===== src/inc/prst_pkg.sv =====
// package of the page request status tracker: offsets, bit positions, reset values, states
// assumes a 32-bit register port with byte offsets on an 8-bit address
package prst_pkg;
  localparam int ADDR_W = 8;
  localparam int DATA_W = 32;
  localparam int INT_W = 3;
  localparam int CODE_W = 4;
  localparam int PASID_W = 20;

  // register byte offsets
  localparam logic [ADDR_W-1:0] OFF_CTRL = 8'h00;
  localparam logic [ADDR_W-1:0] OFF_STATUS = 8'h04;
  localparam logic [ADDR_W-1:0] OFF_CAPACITY = 8'h08;
  localparam logic [ADDR_W-1:0] OFF_ALLOC = 8'h0c;
  localparam logic [ADDR_W-1:0] OFF_INT_STATUS = 8'h10;
  localparam logic [ADDR_W-1:0] OFF_INT_CLEAR = 8'h14;
  localparam logic [ADDR_W-1:0] OFF_INT_ENABLE = 8'h18;

  // field positions
  localparam int CTRL_EN_BIT = 0;
  localparam int CTRL_RST_BIT = 1;
  localparam int ST_RF_BIT = 0;
  localparam int ST_UNM_BIT = 1;
  localparam int ST_STOP_BIT = 8;
  localparam int INT_RF_BIT = 0;
  localparam int INT_UNM_BIT = 1;
  localparam int INT_STOP_BIT = 2;

  // values
  localparam logic [CODE_W-1:0] FAIL_CODE = 4'hf;
  localparam logic [DATA_W-1:0] ALLOC_RESET = 32'h0;
  localparam logic [DATA_W-1:0] CAPACITY_DEFAULT = 32'h00000020;
  localparam logic [INT_W-1:0] INT_EN_RESET = 3'h0;

  typedef enum logic [2:0] {
    ST_ENABLED = 3'b001,
    ST_STOPPING = 3'b010,
    ST_DISABLED = 3'b100
  } prst_state_e;
endpackage


===== src/inc/prst_track_if.sv =====
// interface between the tracker top and its outstanding group table
// assumes both ends run on the same clock
`timescale 1ns/10ps
interface prst_track_if #(parameter int IDX_W = 4) ();
  logic issue;
  logic [IDX_W-1:0] issueIdx;
  logic rspValid;
  logic rspIsGroup;
  logic [IDX_W-1:0] rspIdx;
  logic [prst_pkg::CODE_W-1:0] rspCode;
  logic flush;
  logic matched;
  logic unmatched;
  logic failed;
  logic anyOutstanding;
  modport tracker (
    input issue, issueIdx, rspValid, rspIsGroup, rspIdx, rspCode, flush,
    output matched, unmatched, failed, anyOutstanding
  );
  modport owner (
    output issue, issueIdx, rspValid, rspIsGroup, rspIdx, rspCode, flush,
    input matched, unmatched, failed, anyOutstanding
  );
endinterface // prst_track_if


===== src/hdl/prst_sticky.sv =====
// sticky flag bank: set wins over write-one clear and over bulk clear
// assumes set, clr and flush are single-cycle or level, synchronous to ref_clk
`timescale 1ns/10ps
module prst_sticky #(parameter int W = 2) (
  input wire logic ref_clk,
  input wire logic rstn,
  input wire logic [W-1:0] set,
  input wire logic [W-1:0] clr,
  input wire logic flush,
  output logic [W-1:0] q
);
  logic [W-1:0] flag_q;
  logic [W-1:0] flag_d;

  // next value per bit, set has priority
  genvar i;
  generate
    for (i = 0; i < W; i++) begin : g_bit
      assign flag_d[i] = set[i] | (flag_q[i] & ~clr[i] & ~flush);
    end
  endgenerate

  // flag storage
  always_ff @(posedge ref_clk or negedge rstn) begin
    if (!rstn) begin
      flag_q <= '0;
    end else begin
      flag_q <= flag_d;
    end
  end

  assign q = flag_q;
endmodule // prst_sticky


===== src/hdl/prst_group_tracker.sv =====
// table of outstanding page request groups and response classification
// assumes the owner gates away responses that are to be ignored
`timescale 1ns/10ps
module prst_group_tracker #(parameter int IDX_W = 4) (
  input wire logic ref_clk,
  input wire logic rstn,
  prst_track_if.tracker trk
);
  localparam int N = 2 ** IDX_W;
  logic [N-1:0] pend_q;
  logic [N-1:0] pend_d;
  logic hit;

  // classify the response in flight
  assign hit = pend_q[trk.rspIdx];
  assign trk.matched = trk.rspValid & trk.rspIsGroup & hit;
  assign trk.unmatched = trk.rspValid & trk.rspIsGroup & ~hit;
  assign trk.failed = trk.rspValid & (trk.rspCode == prst_pkg::FAIL_CODE);
  assign trk.anyOutstanding = |pend_q;

  // per group: issue sets, matching response retires, flush empties
  genvar i;
  generate
    for (i = 0; i < N; i++) begin : g_grp
      assign pend_d[i] = ~trk.flush & ((trk.issue & (trk.issueIdx == IDX_W'(i)))
                         | (pend_q[i] & ~(trk.matched & (trk.rspIdx == IDX_W'(i)))));
    end
  endgenerate

  // table storage
  always_ff @(posedge ref_clk or negedge rstn) begin
    if (!rstn) begin
      pend_q <= '0;
    end else begin
      pend_q <= pend_d;
    end
  end
endmodule // prst_group_tracker


===== src/hdl/prst_status_top.sv =====
// page request status tracking: control, status, capacity, allocation and interrupt registers
// assumes a single-cycle strobe register port and responses synchronous to ref_clk
//
// Overview of operation
// - stopped means no new requests, none outstanding
// - stopped only meaningful while enable clear
// - enable falling enters stopping, clears stopped
// - all responses received: set stopped, disabled
// - nothing outstanding: stopped set immediately
// - interface reset goes straight to disabled
// - failure while stopping: disabled, stopped set
// - stopped set on idle enable fall, cleared rise
// - unmatched group index sets flag, discards
// - enable rising clears unmatched flag
// - failure code sets response failure flag
// - failure terminates context, later responses ignored
// - enable rising clears response failure flag
// - flags clear by writing one or on enable rising
// - read-only capacity value, otherwise unused
// - allocation resets zero and accepts writes
// - control bit zero enables page requests
`timescale 1ns/10ps
module prst_status_top #(
  parameter logic [31:0] CAPACITY = prst_pkg::CAPACITY_DEFAULT,
  parameter int IDX_W = 4
) (
  input wire logic ref_clk,
  input wire logic rstn,
  input wire logic [prst_pkg::ADDR_W-1:0] regAddr,
  input wire logic [prst_pkg::DATA_W-1:0] regWrData,
  input wire logic regWrEn,
  input wire logic regRdEn,
  output logic [prst_pkg::DATA_W-1:0] regRdData,
  input wire logic reqIssue,
  input wire logic [IDX_W-1:0] reqIndex,
  output logic reqAllowed,
  input wire logic rspValid,
  input wire logic rspIsGroup,
  input wire logic [IDX_W-1:0] rspIndex,
  input wire logic [prst_pkg::CODE_W-1:0] rspCode,
  input wire logic [prst_pkg::PASID_W-1:0] rspPasid,
  output logic ctxTermValid,
  output logic [prst_pkg::PASID_W-1:0] ctxTermPasid,
  output logic irq
);
  prst_pkg::prst_state_e state_q;
  prst_pkg::prst_state_e state_d;
  logic enable_q;
  logic stopped_q;
  logic stopped_d;
  logic failLock_q;
  logic [prst_pkg::DATA_W-1:0] alloc_q;
  logic [prst_pkg::DATA_W-1:0] rdData_q;
  logic [prst_pkg::DATA_W-1:0] rdNext;
  logic [prst_pkg::INT_W-1:0] intEn_q;
  logic [prst_pkg::INT_W-1:0] intSt;
  logic [prst_pkg::INT_W-1:0] intSet;
  logic [prst_pkg::INT_W-1:0] intClr;
  logic ctxTermValid_q;
  logic [prst_pkg::PASID_W-1:0] ctxTermPasid_q;
  logic [1:0] flagSet;
  logic [1:0] flagClr;
  logic [1:0] flags;
  logic wrCtrl;
  logic wrStatus;
  logic wrAlloc;
  logic wrIntClr;
  logic wrIntEn;
  logic enRise;
  logic enFall;
  logic ifReset;
  logic enterDisabled;
  logic stopSet;
  logic [15:0] statusWord;

  prst_track_if #(.IDX_W(IDX_W)) trk ();

  // write decode for one register offset
  function automatic logic wrHit(input logic [prst_pkg::ADDR_W-1:0] a, input logic [prst_pkg::ADDR_W-1:0] off,
                                 input logic we);
    wrHit = we && (a == off);
  endfunction

  // register write decode
  assign wrCtrl = wrHit(regAddr, prst_pkg::OFF_CTRL, regWrEn);
  assign wrStatus = wrHit(regAddr, prst_pkg::OFF_STATUS, regWrEn);
  assign wrAlloc = wrHit(regAddr, prst_pkg::OFF_ALLOC, regWrEn);
  assign wrIntClr = wrHit(regAddr, prst_pkg::OFF_INT_CLEAR, regWrEn);
  assign wrIntEn = wrHit(regAddr, prst_pkg::OFF_INT_ENABLE, regWrEn);

  // enable edges and interface reset request
  assign enRise = wrCtrl && regWrData[prst_pkg::CTRL_EN_BIT] && !enable_q;
  assign enFall = wrCtrl && !regWrData[prst_pkg::CTRL_EN_BIT] && enable_q;
  assign ifReset = wrCtrl && regWrData[prst_pkg::CTRL_RST_BIT] && !regWrData[prst_pkg::CTRL_EN_BIT];

  // requests only leave while enabled and running
  assign reqAllowed = (state_q == prst_pkg::ST_ENABLED);

  // feed the outstanding table; responses are dropped after a failure
  assign trk.issue = reqIssue && reqAllowed;
  assign trk.issueIdx = reqIndex;
  assign trk.rspValid = rspValid && !failLock_q;
  assign trk.rspIsGroup = rspIsGroup;
  assign trk.rspIdx = rspIndex;
  assign trk.rspCode = rspCode;
  assign trk.flush = ifReset;

  prst_group_tracker #(.IDX_W(IDX_W)) u_tracker (
    .ref_clk(ref_clk),
    .rstn(rstn),
    .trk(trk)
  );

  // interface state sequencing
  always_comb begin
    state_d = state_q;
    if (ifReset) begin
      state_d = prst_pkg::ST_DISABLED;
    end else begin
      case (state_q)
        prst_pkg::ST_ENABLED: begin
          // a request taken beside the fall must still drain
          if (enFall) begin
            state_d = (trk.anyOutstanding || trk.issue) ? prst_pkg::ST_STOPPING
                                                        : prst_pkg::ST_DISABLED;
          end
        end
        prst_pkg::ST_STOPPING: begin
          if (enRise) begin
            state_d = prst_pkg::ST_ENABLED;
          end else if (trk.failed || !trk.anyOutstanding) begin
            state_d = prst_pkg::ST_DISABLED;
          end
        end
        prst_pkg::ST_DISABLED: begin
          if (enRise) begin
            state_d = prst_pkg::ST_ENABLED;
          end
        end
        default: begin
          state_d = prst_pkg::ST_DISABLED;
        end
      endcase
    end
  end

  // stopped bit: set on reaching disabled, cleared on enable rise or stopping entry
  assign enterDisabled = (state_d == prst_pkg::ST_DISABLED) && ((state_q != prst_pkg::ST_DISABLED) || ifReset);
  assign stopSet = enterDisabled;
  assign stopped_d = enRise ? 1'b0 : (enterDisabled ? 1'b1 :
                     ((state_d == prst_pkg::ST_STOPPING) ? 1'b0 : stopped_q));

  // state, enable and stopped storage
  always_ff @(posedge ref_clk or negedge rstn) begin
    if (!rstn) begin
      state_q <= prst_pkg::ST_DISABLED;
      enable_q <= 1'b0;
      stopped_q <= 1'b0;
    end else begin
      state_q <= state_d;
      enable_q <= wrCtrl ? regWrData[prst_pkg::CTRL_EN_BIT] : enable_q;
      stopped_q <= stopped_d;
    end
  end

  // failure lock: further responses ignored until re-enable
  always_ff @(posedge ref_clk or negedge rstn) begin
    if (!rstn) begin
      failLock_q <= 1'b0;
    end else begin
      failLock_q <= trk.failed | (failLock_q & ~enRise);
    end
  end

  // context termination notice for the failing address space
  always_ff @(posedge ref_clk or negedge rstn) begin
    if (!rstn) begin
      ctxTermValid_q <= 1'b0;
      ctxTermPasid_q <= '0;
    end else begin
      ctxTermValid_q <= trk.failed;
      ctxTermPasid_q <= trk.failed ? rspPasid : ctxTermPasid_q;
    end
  end
  assign ctxTermValid = ctxTermValid_q;
  assign ctxTermPasid = ctxTermPasid_q;

  // status flags: bit 0 failure, bit 1 unmatched index
  assign flagSet[prst_pkg::ST_RF_BIT] = trk.failed;
  assign flagSet[prst_pkg::ST_UNM_BIT] = trk.unmatched;
  assign flagClr = wrStatus ? regWrData[1:0] : 2'h0;

  prst_sticky #(.W(2)) u_flags (
    .ref_clk(ref_clk),
    .rstn(rstn),
    .set(flagSet),
    .clr(flagClr),
    .flush(enRise),
    .q(flags)
  );

  // interrupt events and write-one clear
  assign intSet = {stopSet, trk.unmatched, trk.failed};
  assign intClr = wrIntClr ? regWrData[prst_pkg::INT_W-1:0] : '0;

  prst_sticky #(.W(prst_pkg::INT_W)) u_int (
    .ref_clk(ref_clk),
    .rstn(rstn),
    .set(intSet),
    .clr(intClr),
    .flush(1'b0),
    .q(intSt)
  );
  assign irq = |(intSt & intEn_q);

  // allocation and interrupt enable storage
  always_ff @(posedge ref_clk or negedge rstn) begin
    if (!rstn) begin
      alloc_q <= prst_pkg::ALLOC_RESET;
      intEn_q <= prst_pkg::INT_EN_RESET;
    end else begin
      alloc_q <= wrAlloc ? regWrData : alloc_q;
      intEn_q <= wrIntEn ? regWrData[prst_pkg::INT_W-1:0] : intEn_q;
    end
  end

  // status word, reserved bits zero
  assign statusWord = {7'h00, stopped_q, 6'h00, flags[prst_pkg::ST_UNM_BIT], flags[prst_pkg::ST_RF_BIT]};

  // read selection
  assign rdNext = (regAddr == prst_pkg::OFF_CTRL) ? {31'h0, enable_q} :
                  (regAddr == prst_pkg::OFF_STATUS) ? {16'h0000, statusWord} :
                  (regAddr == prst_pkg::OFF_CAPACITY) ? CAPACITY :
                  (regAddr == prst_pkg::OFF_ALLOC) ? alloc_q :
                  (regAddr == prst_pkg::OFF_INT_STATUS) ? {29'h0, intSt} :
                  (regAddr == prst_pkg::OFF_INT_ENABLE) ? {29'h0, intEn_q} : 32'h0;

  // read data only in the cycle after the strobe
  always_ff @(posedge ref_clk or negedge rstn) begin
    if (!rstn) begin
      rdData_q <= '0;
    end else begin
      rdData_q <= regRdEn ? rdNext : 32'h0;
    end
  end
  assign regRdData = rdData_q;
endmodule // prst_status_top


===== config.mk =====
export PLATFORM = sky130hd
export DESIGN_NAME = prst_status_top
export DESIGN_NICKNAME = d
export VERILOG_FILES = /design/src/inc/prst_pkg.sv /design/src/inc/prst_track_if.sv /design/src/hdl/prst_sticky.sv /design/src/hdl/prst_group_tracker.sv /design/src/hdl/prst_status_top.sv
export SDC_FILE = /design/constraint.sdc
export NUM_CORES = 1
export LEC_CHECK = 0
export ABC_AREA = 1
export ABC_CLOCK_PERIOD_IN_PS = 1700
export BUFFER_PORTS_ARGS = -buffer_cell sky130_fd_sc_hd__buf_2
export CAP_MARGIN = 20
export CORE_MARGIN = 2
export CORE_UTILIZATION = 40
export CTS_CLUSTER_SIZE = 10
export DETAILED_ROUTE_END_ITERATION = 7
export PLACE_DENSITY_LB_ADDON = 0.3
export SLEW_MARGIN = 20
export SYNTH_ARGS = -nofsm -noshare
export SYNTH_HDL_FRONTEND = slang
export SYNTH_HIERARCHICAL = 1
export SYNTH_SLANG_ARGS = --single-unit

===== constraint.sdc =====
create_clock -name ref_clk -period 1.7 [get_ports ref_clk]
set_clock_uncertainty 0.15 [all_clocks]
set_input_delay 0.17 -clock ref_clk [delete_from_list [all_inputs] [get_ports ref_clk]]
set_output_delay 0.17 -clock ref_clk [all_outputs]
set_load 0.02 [all_outputs]

==> results.sh <==
export IMPL_status="complete, but fails checks"
export IMPL_failed_checks="setup timing"
export IMPL_post_place_ws_ns=-0.2213
export IMPL_core_sq_um=13090
export IMPL_setup_violations=4
export IMPL_setup_tns_ns=-0.4211
export IMPL_wire_per_inst_um=13.80
export IMPL_cp_required_ns=1.89
export IMPL_initialDrtViolationCount=262
export IMPL_max_stage_delay_ns=0.38
export IMPL_ant_nets=0
export IMPL_fin_cells=1014
export IMPL_rrSetupSlack_ns=-0.14
export IMPL_worstSetupPathType="reg2reg"
export IMPL_die_w_um=119.2
export IMPL_power_leakage_nw=4.083
export IMPL_syn_to_final_growth_pct=46.13
export IMPL_hp_class="in2async"
export IMPL_ios=134
export IMPL_layout_drive_gt1_share_pct=33.77
export IMPL_crit_chain="nor4_2 -> nand4_1 -> inv_2 -> buf_6 -> nand3_4 -> nor2_4 -> o21bai_4 -> inv_1 -> inv_1 -> nand2_1"
export IMPL_cpMostUsedCell="inv_1"
export IMPL_powerDensity_nw_per_um2=963.2
export IMPL_finalWirelength_mm=14.00
export IMPL_dp_final_hpwl_mm=9.025
export IMPL_n_antenna_cell=0
export IMPL_antenna_found_initial=0
export IMPL_clkTransAtPathRegs_ns=0.06
export IMPL_place_congestion=0.8106
export IMPL_start_util_pct=40.54
export IMPL_cts_made_buffers=17
export IMPL_port_buffers=133
export IMPL_worst_path_max_fanout=2
export IMPL_grt_pass1_vias=4774
export IMPL_fin_nets=904
export IMPL_grt_pass1_wl_mm=22.38
export IMPL_clock_root_buffer="clkbuf_16"
export IMPL_vias=4726
export IMPL_arrival_ns=2.03
export IMPL_grt_max_degree=55
export IMPL_period_minus_slack_ns=1.838
export IMPL_finalCritPeriodShare_pct=108.1
export IMPL_drtPass1Iterations=5
export IMPL_rsz0062_at_grt="true"
export IMPL_avgSynthCellArea_sq_um=8.961
export IMPL_syn_area_sq_um=5305
export IMPL_cts_sinks=115
export IMPL_start_kind="flip-flop"
export IMPL_via_per_inst=4.661
export IMPL_clk_latency_ns=0.41
export IMPL_die_h_um=119.2
export IMPL_slew_violations=0
export IMPL_layout_setup_ws_ns=-0.1385
export IMPL_grt_usage_pct=19.83
export IMPL_ir_drop_v=0.0006681
export IMPL_layout_common_cells="199 x nand2_1, 131 x buf_2, 114 x dfrtp_1, 72 x nor2_1, 59 x dlygate4sd3_1"
export IMPL_cap_violations=0
export IMPL_rows=42
export IMPL_slowest_stage="dfrtp_1"
export IMPL_fmax_ghz=0.5439
export IMPL_die_area_sq_um=14200
export IMPL_yosysWarnings=6
export IMPL_layout_commonest_cell="nand2_1"
export IMPL_tritoncts="yes"
export IMPL_grt_ovfl_total=0
export IMPL_dp_cells=915
export IMPL_drc=0
export IMPL_cts_root_to_sink_buffers=2
export IMPL_setup_worst_path_end_class="flip-flop"
export IMPL_finalHoldViolations=0
export IMPL_cts_htree_levels=4
export IMPL_synthCells=592
-- path summary, 6_finish.rpt --
kind | startpoint | to | cells after the start
min in group ref_clk | regWrData[0] | enable_q | 3
max in group asynchronous | rstn | u_flags/q[0] | 3
max reg2reg | u_tracker/pend_q[4] | u_int/q[2] | 10
min reg2reg | ctxTermPasid[4] | ctxTermPasid[4] | 2
min | rstn | alloc_q[19] | 2
max | u_tracker/pend_q[4] | u_int/q[2] | 10
-- flip-flops by register name (all words and copies together), names as in the netlist --
signal and count:
ctxTermPasid 20, u_int/q 3, state_q 3, enable_q 1
intEn_q 3, u_tracker/pend_q 16, regRdData 32, alloc_q 32
ctxTermValid 1, stopped_q 1, failLock_q 1, u_flags/q 2
-- report_power, final --
part / internal [mW] / leakage (nW) / switching [mW] / total [mW]
clock network: 2.17 / 0.277 / 1.29 / 3.46
registers: 2.93 / 1.55 / 0.110 / 3.04
logic: 0.415 / 2.25 / 0.554 / 0.969
-- timing repair --
action                                 CTS  global route
endpoints found under the hold margin  180             0
hold buffers                            59             0
pin swaps                                7            11
setup endpoints to repair                4            43
gates resized for setup                  7            26
setup buffers                            1             4
gates cloned                             0             4
-- metal layers --
metal | GRT usage, % | share of wire (%)
met2 | 35.78 | 54
met4 | 6.399 | 1.6
met3 | 4.837 | 4.1
met1 | 23.08 | 40
met5 | 0 | 0
-- worst max-delay path: cells and delay by family, from the launching register on --
family / cells / cell delay (ns)
DFF: 1 / 0.38
buffers and inverters: 4 / 0.34
and+or+nand+nor: 5 / 0.81
AOI/OAI and AO/OA: 1 / 0.09
-- layout make-up --
cell class                      count  area (sq um)
Fill cell                        1088          5333
Inverter                           54         214.0
Multi-Input combinational cell    407          2226
Tap cell                          176         220.2
Clock inverter                     14         153.9
Clock buffer                       18         429.2
Timing Repair Buffer              228          1618
Sequential cell                   115          2879
Timing Repair inverter              2         12.51
-- stage by stage --
stage	hold slack, ns	util [%]	power [mW]	area [sq um]
floorplan	-0.2756	-	3.510	5310
global placement	-0.09541	48.81	3.879	6387
detailed placement	-0.09366	48.81	3.904	6387
CTS	0.01114	58.02	7.492	7592
global route	0.04037	59.25	7.786	7752
finish	0.04344	59.25	7.467	7752
Power figures use the tool's default switching activity.
